**src/chs_pkg.sv**
```systemverilog
// Shared types and constants of the coprocessor half-speed port
package chs_pkg;

  // ****************************************
  // Reset values
  // ****************************************
  localparam logic RST_CLOCK = 1'h0;
  localparam logic RST_STROBE_N = 1'h1;
  localparam logic RST_READY_N = 1'h1;
  localparam logic RST_HALF = 1'h0;

  // ****************************************
  // Timing counts, in coprocessor clock edges
  // ****************************************
  localparam logic [1:0] STROBE_EDGES = 2'h2;

  // ****************************************
  // Types
  // ****************************************
  typedef enum logic [1:0] {
    CHS_IDLE = 2'h0,
    CHS_STROBE = 2'h1,
    CHS_WAIT = 2'h3,
    CHS_READY = 2'h2
  } chs_state_t;

  typedef struct packed {
    logic primaryDoubleClock;
    logic sysPhaseClock;
    logic cpuAddrStrobeN;
    logic coproReadyInN;
    logic halfSpeed;
  } chs_pins_t;

  typedef struct packed {
    chs_pins_t sync1;
    chs_pins_t sync2;
    logic prevDouble;
    logic prevPhase;
    logic halfMode;
    logic doubleOut;
    logic phaseOut;
    logic strobeOutN;
    logic readyOutN;
    logic [1:0] edgeCnt;
    chs_state_t state;
  } chs_regs_t;

endpackage

```
**src/chs_port.sv**
```systemverilog
// Coprocessor clock, strobe and ready logic for full or half speed
//
// How it works
// RL1: Full speed: coprocessor double clock follows the primary double clock.
// RL2: Half speed: coprocessor double clock runs at half primary frequency.
// RL3: Full speed: coprocessor phase clock follows the system phase clock.
// RL4: Half speed: phase clock at half rate, high in phase 2.
// RL5: Board synchronises coprocessor reset to the coprocessor double clock.
// RL6: Half speed: address strobe out to coprocessor; unused at full speed.
// RL7: Coprocessor ready input paces forwarded cycles in half speed.
// RL8: Half speed: CPU ready is built from the coprocessor ready.
// RL9: Full speed: board wires coprocessor ready straight to CPU ready logic.
// RL10: Speed mode is a static setting, taken only between cycles.
`timescale 1ns/1ns

module chs_port (
  // Clock and reset
  input wire logic clock,
  input wire logic rst,
  // Clocks from the system
  input wire logic primaryDoubleClock,
  input wire logic sysPhaseClock,
  // CPU local bus
  input wire logic cpuAddrStrobeN,
  output logic cpuReadyFromCoproN,
  // Coprocessor side
  output logic coproDoubleClock,
  output logic coproPhaseClock,
  output logic coproAddrStrobeOutN,
  input wire logic coproReadyInN,
  // Static configuration
  input wire logic halfSpeed
);

  chs_pkg::chs_regs_t st_q;
  chs_pkg::chs_regs_t st_d;
  chs_pkg::chs_pins_t pins;
  logic primaryRise;
  logic phaseRise;
  logic coproRise;

  assign pins = '{primaryDoubleClock, sysPhaseClock, cpuAddrStrobeN,
                  coproReadyInN, halfSpeed};
  assign primaryRise = st_q.sync2.primaryDoubleClock & ~st_q.prevDouble;
  assign phaseRise = st_q.sync2.sysPhaseClock & ~st_q.prevPhase;
  assign coproRise = st_q.halfMode & primaryRise & ~st_q.doubleOut;

  // ****************************************
  // Next state
  // ****************************************
  always_comb begin
    st_d = st_q;
    st_d.sync1 = pins;
    st_d.sync2 = st_q.sync1;
    st_d.prevDouble = st_q.sync2.primaryDoubleClock;
    st_d.prevPhase = st_q.sync2.sysPhaseClock;
    if (st_q.halfMode) begin
      if (primaryRise) begin
        st_d.doubleOut = ~st_q.doubleOut; // RL2
      end
      if (phaseRise) begin
        st_d.phaseOut = ~st_q.phaseOut; // RL4
      end
    end else begin
      st_d.doubleOut = st_q.sync2.primaryDoubleClock; // RL1
      st_d.phaseOut = st_q.sync2.sysPhaseClock; // RL3
    end
    case (st_q.state)
      chs_pkg::CHS_IDLE: begin
        st_d.halfMode = st_q.sync2.halfSpeed; // RL10
        if (st_q.halfMode != st_q.sync2.halfSpeed) begin
          // Mode change restarts the divided clocks low
          st_d.doubleOut = chs_pkg::RST_CLOCK;
          st_d.phaseOut = chs_pkg::RST_CLOCK;
        end else if (st_q.halfMode && !st_q.sync2.cpuAddrStrobeN) begin
          st_d.strobeOutN = 1'h0; // RL6
          st_d.edgeCnt = 2'h0;
          st_d.state = chs_pkg::CHS_STROBE;
        end
      end
      chs_pkg::CHS_STROBE: begin
        if (coproRise) begin
          st_d.edgeCnt = st_q.edgeCnt + 2'h1;
          if (st_q.edgeCnt + 2'h1 == chs_pkg::STROBE_EDGES) begin
            st_d.strobeOutN = 1'h1; // RL6
            st_d.state = chs_pkg::CHS_WAIT;
          end
        end
      end
      chs_pkg::CHS_WAIT: begin
        if (coproRise && !st_q.sync2.coproReadyInN) begin
          st_d.readyOutN = 1'h0; // RL7 RL8
          st_d.state = chs_pkg::CHS_READY;
        end
      end
      chs_pkg::CHS_READY: begin
        if (primaryRise) begin
          st_d.readyOutN = 1'h1; // RL8
          st_d.state = chs_pkg::CHS_IDLE;
        end
      end
      default: begin
        st_d.state = chs_pkg::CHS_IDLE;
      end
    endcase
  end

  // ****************************************
  // State register
  // ****************************************
  always_ff @(posedge clock) begin
    if (rst) begin
      st_q <= '0;
      st_q.sync1.cpuAddrStrobeN <= 1'h1;
      st_q.sync2.cpuAddrStrobeN <= 1'h1;
      st_q.sync1.coproReadyInN <= 1'h1;
      st_q.sync2.coproReadyInN <= 1'h1;
      st_q.halfMode <= chs_pkg::RST_HALF;
      st_q.doubleOut <= chs_pkg::RST_CLOCK;
      st_q.phaseOut <= chs_pkg::RST_CLOCK;
      st_q.strobeOutN <= chs_pkg::RST_STROBE_N;
      st_q.readyOutN <= chs_pkg::RST_READY_N;
      st_q.state <= chs_pkg::CHS_IDLE;
    end else begin
      st_q <= st_d;
    end
  end

  assign coproDoubleClock = st_q.doubleOut;
  assign coproPhaseClock = st_q.phaseOut;
  assign coproAddrStrobeOutN = st_q.strobeOutN;
  assign cpuReadyFromCoproN = st_q.readyOutN;

  // A forwarded cycle is under way; the mode is frozen meanwhile
  logic cycleBusy;
  assign cycleBusy = st_q.state != chs_pkg::CHS_IDLE;
endmodule

```
**config.mk**
```make
export PLATFORM = sky130hd
export DESIGN_NAME = chs_port
export DESIGN_NICKNAME = d
export VERILOG_FILES = /design/src/chs_pkg.sv /design/src/chs_port.sv
export SDC_FILE = /design/constraint.sdc
export NUM_CORES = 1
export LEC_CHECK = 0
export ABC_AREA = 1
export BUFFER_PORTS_ARGS = -buffer_cell sky130_fd_sc_hd__buf_2
export CAP_MARGIN = 5
export CORE_ASPECT_RATIO = 0.7
export CORE_MARGIN = 5
export CORE_UTILIZATION = 36
export DETAILED_ROUTE_END_ITERATION = 7
export PLACE_DENSITY = 0.6
export RECOVER_POWER = 25
export SLEW_MARGIN = 20
export SYNTH_ARGS = -nofsm -noshare
export SYNTH_HDL_FRONTEND = slang
export SYNTH_SLANG_ARGS = --single-unit
```
**constraint.sdc**
```tcl
create_clock -name clock -period 2 [get_ports clock]
set_input_delay 0.2 -clock clock [delete_from_list [all_inputs] [get_ports clock]]
set_output_delay 0.2 -clock clock [all_outputs]
set_load 0.01 [all_outputs]
```
# After elaboration in Yosys (flattened, before gate mapping)
# Cells that the tools add are included.
[classes]
addsub = 1
n_eq_ne = 11
n_mux = 21
bitwise = 8
reduce_logical = 11
[op_table]
columns = ["cell", "n"]
rows = [
  ["two-way mux 2 bit", 6],
  ["two-way mux 4 bit", 3],
  ["inequality test 2 bit (second input constant)", 6],
  ["two-way mux 1 bit", 8],
  ["case mux 2 bit (4 select lines)", 1],
  ["equality test 2 bit (second input constant)", 3],
  ["AND reduction 6 bit", 1],
  ["AND reduction 5 bit", 1],
  ["AND 1 bit", 4],
  ["inverter 1 bit", 4],
  ["case mux 1 bit (2 select lines)", 2],
  ["case mux 2 bit (2 select lines)", 1],
  ["AND reduction 4 bit", 1],
  ["nonzero test 2 bit", 2],
  ["AND reduction 3 bit", 1],
  ["adder 2 x 1 -> 2 bit (second input constant)", 1],
  ["equality test 2 x 1 -> 1 bit (second input constant)", 1],
  ["logical AND 1 bit", 2],
  ["zero test 1 bit", 2],
  ["zero test 2 bit", 1],
  ["inequality test 1 bit", 1],
]
[word_totals]
regBits = 21

# Longest topological paths before layout
# Gate-level depths: netlist of run 1.
[depth]
ltp_word = 7
ltp_mapped = 10
ltp_nobuf = 9

# Worst setup path before layout of run 1
# OpenSTA, ideal clock, no wires.
[synth_timing]
kind = "reg2reg"
startpoint = "reg st_q[8] (netlist name)"
endpoint = "reg st_q[1] (netlist name)"
setup_ns = 0.109
arrival_ns = 1.026
slack_ns = 0.865
stages_incl_launch_ff = 9
n_path_buf = 1
path_cell_list = "dfxtp_1 -> buf_6 -> or2_1 -> nand3_2 -> nand2_2 -> nor2_4 -> nand3_1 -> nand2_1 -> inv_1"
[synth_between]
elab_chain_len = 5
word_cells_on_any_way = 10
cone_classes = "5 x eq/ne; 2 x bitwise; 3 x reduce/logical"
[synth_lines]
columns = ["element", "line_no", "text"]
rows = [
  ["start: declaration", "chs_port.sv:35", "chs_pkg::chs_regs_t st_q;"],
  ["start signal: assignment", "chs_port.sv:125", "st_q <= st_d;"],
  ["AND 1 bit (2 in series)", "chs_port.sv:46", "assign coproRise = st_q.halfMode & primaryRise & ~st_q.doubleOut;"],
  ["logical AND 1 bit", "chs_port.sv:91", "if (coproRise && !st_q.sync2.coproReadyInN) begin"],
  ["inequality test 2 bit (no source line)", "-", ""],
  ["AND reduction 6 bit (no source line) *", "-", ""],
]
# Every way passes the cells marked *; elsewhere a longest branch is shown, timed or not.
# A chain may end at the register's enable or synchronous reset.

# Worst setup path in the final report of run 1
# Ends and elaborated chain as after synthesis.

==> results of run 1 <==
layer usage:
layer,part of all wire,track usage
met1,0.49,0.1202
met2,0.44,0.1709
met3,0.070,0.05275
met4,0.0049,0.009709
met5,0,0
cells by family (layout without fill, tap and decap cells):
group | Yosys count | count (layout) | share of synthesized area
AND/OR/NAND/NOR | 55 | 55 | 0.2914
buffers and inverters | 26 | 37 | 0.1200
adder cells (fa/ha/maj) | 1 | 1 | 0.01428
flip-flops | 21 | 21 | 0.4800
AO/OA/AOI/OAI | 15 | 15 | 0.09429
worst max path at each step:
stage                     startpoint      end
final                        st_q[8]  st_q[1]
after floorplan              st_q[8]  st_q[1]
after global placement       st_q[8]  st_q[1]
after CTS                    st_q[8]  st_q[1]
after global routing         st_q[8]  st_q[1]
after detailed placement     st_q[8]  st_q[1]
synth_stat cells:
cell type,n
nand2_1,22
dfxtp_1,21
inv_1,21
nor2_1,14
a21oi_1,9
nand3_1,5
or2_2,5
o21ai_0,3
clkbuf_1,2
inv_2,2
nand2_2,2
nor2_2,2
a21oi_2,1
a31oi_1,1
buf_6,1
ha_1,1
nand3_2,1
nor2_4,1
nor3_1,1
o21a_1,1
or2_0,1
or2_1,1
registers in the layout (all words and copies together), names as in the netlist:
| signal | flops |
|---|---|
| coproDoubleClock | 1 |
| cpuReadyFromCoproN | 1 |
| coproAddrStrobeOutN | 1 |
| st_d | 7 |
| coproPhaseClock | 1 |
| st_q | 10 |
critical path: stages, from the launching register on:
cell and delay [ns]:
dfxtp_1 0.52, inv_2 0.07, nor2_1 0.11, nand2_1 0.07
o21ai_0 0.26, nand3_1 0.12, nand2_1 0.06, inv_1 0.04
power breakdown:
group / internal [uW] / switching, uW / total (uW)
clock: 76.2 / 131 / 207
sequential: 457 / 35.8 / 493
combinational: 100 / 188 / 289
total: 633 / 355 / 988
per-stage QoR:
step	hold slack [ns]	setup WS, ns
CTS	0.05363	0.6965
global route	0.03266	0.5564
finish	0.06349	0.6580
floorplan	0.3038	0.8650
global placement	0.3837	0.7995
detailed placement	0.3848	0.7289
layout make-up:
type                    instances  area share
clock inverters                 1    0.007673
repair buffers                 10     0.04987
inverters                      23     0.08824
flip-flops and latches         21      0.4297
well taps                      34     0.04348
clock buffers                   3     0.02302
multi-input cells              71      0.3581
==> results.json, run 1 <==
{
  "power-per-cell-area_nw_per_um2": 1010,
  "cts_sinks": 21,
  "detail_route.wirelength_um": 1639,
  "cp-end-kind": "flop",
  "placedInstanceArea_um2": 949.7,
  "final.setup.tns_ns": 0,
  "report.final.slew_viol_count": 0,
  "min_from": "coproReadyInN",
  "initialDrtViolationCount": 29,
  "utilization": 0.4073,
  "vias": 716,
  "min_period_over_period": 0.6710,
  "crit-reg2reg-capture": "st_q[1]",
  "leakage_uw": 0.0004347,
  "die_height_um": 51.27,
  "routed_via_density": 4.393,
  "layout-area-overhead-vs-synth_pct": 11.71,
  "syn-mean-instance-area_um2": 7.422,
  "multi_input_area_um2": 350.3,
  "cts-hold-fix-buffers": 0,
  "clock.fmax_ghz": 0.7452,
  "antenna-diode-count": 0,
  "cts_root_buf": "clkbuf_4",
  "setup.worst_path.class": "reg2reg",
  "finish_stage_setup_viols": 0,
  "synth_seq_area_share": 0.4800,
  "deepest_level_of_the_cts_h_tree": 1,
  "vdd_ir_drop_max_uv": 383.7,
  "drive_above_1_share": 0.2093,
  "synth_fp_nets": 126,
  "reg2reg_slack_ns": 0.66,
  "mostFrequentLayoutCells": "nand2_1 (22), inv_1 (21), dfxtp_1 (21), nor2_1 (14)",
  "grt_first_pass_wirelength_um": 2677,
  "yosys.area.top_type": "dfxtp_1",
  "post_synth_instance_area_um2": 875.8,
  "drc_errors": 0,
  "gpl_wtd_cong": 0.8140,
  "worst-endpoint-arrival_ns": 1.56,
  "result_of_the_run": "finished, final reports clean",
  "timing.hold.worst.class": "in2reg",
  "dr.pass1.iters": 4,
  "drv.max_cap_violation_count": 0,
  "report.power.total_uw": 988.3,
  "port-buffer-count": 10,
  "min_period_ns": 1.342,
  "timing.rr.start": "st_q[8]",
  "top_post_synthesis_cells_by_area": "dfxtp_1 (48%), nand2_1 (9.4%), inv_1 (9.0%)",
  "cts_made_buffers": 3,
  "drt-wirelength-per-cell_um": 10.06,
  "die_ar_um2": 3535,
  "yosysUniqueCellTypes": 22,
  "yosys.area.top_type_share": 0.4800,
  "transition_at_the_pin_with_the_smallest_max_transition_slack_ns": 0.8008,
  "placedCellCount": 159,
  "grtUsageTotal": 0.1022,
  "fp-row-count": 15,
  "seqCellArea_um2": 420.4,
  "postLayoutCellArea_um2": 978.4,
  "antenna_found_initial": 0,
  "globalRouteOverflowTotal": 0,
  "clockBufferDepth": 2,
  "clock_skew_ns": 0.004442,
  "vias_in_the_first_global_route": 634,
  "final_common_cell": "nand2_1",
  "design.final.nets": 138,
  "post_cts.resized_instances": 0,
  "floorplan.core_area_um2": 2402,
  "yosys_warnings": 0,
  "fill_cells": 267,
  "cp-start-kind": "flop",
  "terminating_pin_of_the_worst_hold_path": "st_d[12]",
  "rsz0062_at_grt": "no",
  "detailed_place_hpwl_um": 1266,
  "cts.repair_timing.setup_buffer_count": 0,
  "cp.required_ns": 2.22,
  "tritoncts": "done",
  "critPathMaxFanout": 8,
  "io_pins": 11,
  "die_width_um": 68.96,
  "remaining_antenna_violation_count": 0,
  "ys_seq_elements": 21,
  "maxSlewHeadroom": 0.4661,
  "synthesis.instances": 118,
  "initial_utilization": 0.3646,
  "hold_depth": 2,
  "cts.reportedPaths.clkPinSlew_ns": 0.12,
  "finish.cell_count_without_fillers": 163,
  "clk-insertion-delay-late_ns": 0.30,
  "report.final.hold_viol_count": 0,
  "r2r.worst_path.cells": 7,
  "maximum_number_of_pins_on_one_net_before_global_route_repair": 20
}
No activity file was read; power rests on OpenSTA's default activity.
==> run 2: changes to the inputs <==
--- a/config.mk
+++ b/config.mk
@@ -5,7 +5,7 @@
 export SDC_FILE = /design/constraint.sdc
 export NUM_CORES = 1
 export LEC_CHECK = 0
-export ABC_AREA = 1
+export ABC_AREA = 0
 export BUFFER_PORTS_ARGS = -buffer_cell sky130_fd_sc_hd__buf_2
 export CAP_MARGIN = 5
 export CORE_ASPECT_RATIO = 0.7
==> constraint.sdc (replaced) <==
create_clock -name clock -period 1.4 [get_ports clock]
set_input_delay 0.14 -clock clock [delete_from_list [all_inputs] [get_ports clock]]
set_output_delay 0.14 -clock clock [all_outputs]
set_load 0.01 [all_outputs]
==> results.json, run 2 <==
{
  "antenna_found_initial": 0,
  "clk-insertion-delay-late_ns": 0.30,
  "yosys_warnings": 0,
  "multi_input_area_um2": 364.1,
  "finish_stage_setup_viols": 0,
  "cts.reportedPaths.clkPinSlew_ns": 0.12,
  "synth.area.mux_share": 0,
  "timing.hold.worst.class": "in2reg",
  "remaining_antenna_violation_count": 0,
  "synth_most_common_cell": "dfxtp_1",
  "vias": 554,
  "worst_setup_path_endpoint": "coproAddrStrobeOutN",
  "design.final.nets": 100,
  "maximum_number_of_pins_on_one_net_before_global_route_repair": 21,
  "finish.cell_count_without_fillers": 123,
  "detail_route.wirelength_um": 1375,
  "r2r.worst_path.cells": 3,
  "ranking_of_synthesized_cells_by_instance_count": "dfxtp_1 (21), nor2b_1 (9), a21oi_1 (5)",
  "dr.pass1.iters": 4,
  "setup.worst_path.class": "reg2reg",
  "io_pins": 11,
  "tritoncts": "done",
  "synth_async_sr_flop_share": 0,
  "clock_network_fraction_of_design_power": 0.301,
  "detailed_place_hpwl_um": 967.8,
  "floorplan.core_area_um2": 2172,
  "power_frac_comb": 0.054,
  "maxSlewHeadroom": 0.7651,
  "fill_cells": 231,
  "seq_power_share": 0.645,
  "report.power.total_uw": 969.8,
  "cts_root_buf": "clkbuf_4",
  "globalRouteOverflowTotal": 0,
  "min_period_over_period": 0.9220,
  "min_period_ns": 1.291,
  "share_of_synthesized_cell_area_in_and_or_nand_and_nor_gates": 0.2307,
  "cts_sinks": 21,
  "critPathLaunch": "st_q[1]",
  "timing.rr.start": "st_q[1]",
  "synth-compound-area-share": 0.1745,
  "report.final.slew_viol_count": 0,
  "grtUsageTotal": 0.09065,
  "worst-endpoint-arrival_ns": 1.49,
  "drt-wirelength-per-cell_um": 11.18,
  "synthXorXnorAreaFrac": 0.02124,
  "drive_above_1_share": 0.2637,
  "worst_path_max_delay_cell": "dfxtp_1",
  "power-per-cell-area_nw_per_um2": 1031,
  "synth_fp_nets": 88,
  "synth-edff-count": 0,
  "vdd_ir_drop_max_uv": 654.2,
  "result_of_the_run": "finished, final reports clean",
  "syn-mean-instance-area_um2": 10.31,
  "cp.required_ns": 1.60,
  "grt_first_pass_wirelength_um": 2339,
  "top_post_synthesis_cells_by_area": "dfxtp_1 (51%), nor2b_1 (6.8%), a21oi_1 (3.0%)",
  "fp-row-count": 14,
  "layout-area-overhead-vs-synth_pct": 14.11,
  "final.setup.tns_ns": 0,
  "yosys.area_share.adder": 0.01517,
  "cts.repair_timing.setup_buffer_count": 0,
  "top_register": "st_q",
  "cts_made_buffers": 3,
  "post_synth_instance_area_um2": 824.5,
  "crit-reg2reg-capture": "coproAddrStrobeOutN",
  "die_width_um": 67.20,
  "ys_seq_elements": 21,
  "antenna-diode-count": 0,
  "critical_path.cell_chain": "nor2_2, nand4b_1, a221o_1",
  "port-buffer-count": 10,
  "transition_at_the_pin_with_the_smallest_max_transition_slack_ns": 0.3518,
  "leakage_uw": 0.0003712,
  "report.final.hold_viol_count": 0,
  "clock.fmax_ghz": 0.7747,
  "die_height_um": 50.04,
  "utilization": 0.4332,
  "cp-start-kind": "flop",
  "yosysUniqueCellTypes": 35,
  "internal_power_of_the_cells_uw": 753.7,
  "cp-end-kind": "flop",
  "routed_via_density": 4.504,
  "drc_errors": 0,
  "seqCellArea_um2": 421.7,
  "critPathMaxFanout": 10,
  "deepest_level_of_the_cts_h_tree": 1,
  "drv.max_cap_violation_count": 0,
  "mostFrequentLayoutCells": "dfxtp_1 (20), buf_2 (10), nor2b_1 (9), a21oi_1 (5)",
  "final_common_cell": "dfxtp_1",
  "vias_in_the_first_global_route": 481,
  "sw_frac_of_total": 0.2228,
  "yosys.area.top_type": "dfxtp_1",
  "cp_slowest_stage_delay_ns": 0.43,
  "largest_register_ffs": 10,
  "initial_utilization": 0.3796,
  "die_ar_um2": 3363,
  "placedCellCount": 117,
  "synth_top_family_by_area": "simple AND/OR/NAND/NOR gates",
  "synthesis.instances": 80,
  "rsz0062_at_grt": "no",
  "clockBufferDepth": 2,
  "p_switching_uw": 216.1,
  "synth_seq_area_share": 0.5099,
  "initialDrtViolationCount": 51,
  "yosys.area.top_type_share": 0.5099,
  "clock_skew_ns": 0.01135,
  "gpl_wtd_cong": 0.7608,
  "synth-main-ff-cell": "dfxtp_1",
  "reg2reg_slack_ns": 0.11
}
run 2: changes by cell type after synthesis, moves of 2 or more:
cell,change
buf_2,+2
nand2_2,-2
nor2_1,-13
nand3_1,-5
nand2b_1,+2
nand2_1,-20
a21oi_1,-4
nor2b_1,+9
inv_2,-2
a211oi_1,+2
inv_1,-17
nand4b_1,+2
run 2: worst min path at each step:
stage                     cells after the start               start       end
after floorplan                               1       coproReadyInN  st_d[12]
after global placement                        2       coproReadyInN  st_d[12]
after detailed placement                      2       coproReadyInN  st_d[12]
after CTS                                     2           halfSpeed  st_d[11]
after global routing                          2  primaryDoubleClock  st_d[15]
final                                         2           halfSpeed  st_d[11]
run 2: cells by family after synthesis:
kind of cell             after synthesis
XOR/XNOR                               2
AO/OA/AOI/OAI                         20
adder cells (fa/ha/maj)                1
AND/OR/NAND/NOR                       27
buffers and inverters                  9
flip-flops                            21
run 2: per-stage QoR:
stage / setup slack, ns / hold WS [ns] / area, um^2
4_1_cts: 0.1271 / 0.02521 / 939.7
5_1_grt: 0.02105 / 0.01332 / 940.9
3_5_place_dp: 0.1461 / 0.3263 / 889.6
2_1_floorplan: 0.2459 / 0.2438 / 824.5
3_3_place_gp: 0.1397 / 0.3231 / 889.6
6_report: 0.1092 / 0.03366 / 940.9
run 2: area by class of cell:
| cell class | instances | area share |
|---|---|---|
| Multi-Input combinational cell | 50 | 0.3870 |
| Tap cell | 32 | 0.04255 |
| Sequential cell | 21 | 0.4481 |
| Clock inverter | 1 | 0.007979 |
| Timing Repair Buffer | 12 | 0.07447 |
| Inverter | 4 | 0.01596 |
| Clock buffer | 3 | 0.02394 |
run 2: timing repair:
| action | 4_1_cts | 5_1_grt |
|---|---|---|
| hold endpoints to repair | 2 | 0 |
| hold buffers | 2 | 0 |
| gates resized for setup | 0 | 1 |
| setup endpoints to repair | 0 | 1 |
run 2: metal layers:
layer	up-vias	wire length, um	global-route usage	share of wire
li1	298	-	-	-
met1	242	744	0.1403	0.54
met3	0	93	0.04318	0.068
met2	14	537	0.1126	0.39
met4	0	0	0.01010	0
met5	-	0	0	0
run 2: critical path, delay by kind of cell (launching register included):
| family | cells | cell delay, ns |
|---|---|---|
| and+or+nand+nor | 2 | 0.37 |
| AOI/OAI and AO/OA | 1 | 0.38 |
| DFF | 1 | 0.43 |
run 2: power by group through the flow:
stage	combinational, uW	sequential (uW)	clock, uW
4_1_cts	53.2	626	306
5_1_grt	59.3	629	330
3_3_place_gp	48.2	639	0
3_5_place_dp	48.9	639	0
6_report	52.8	625	292
2_1_floorplan	36.3	636	0
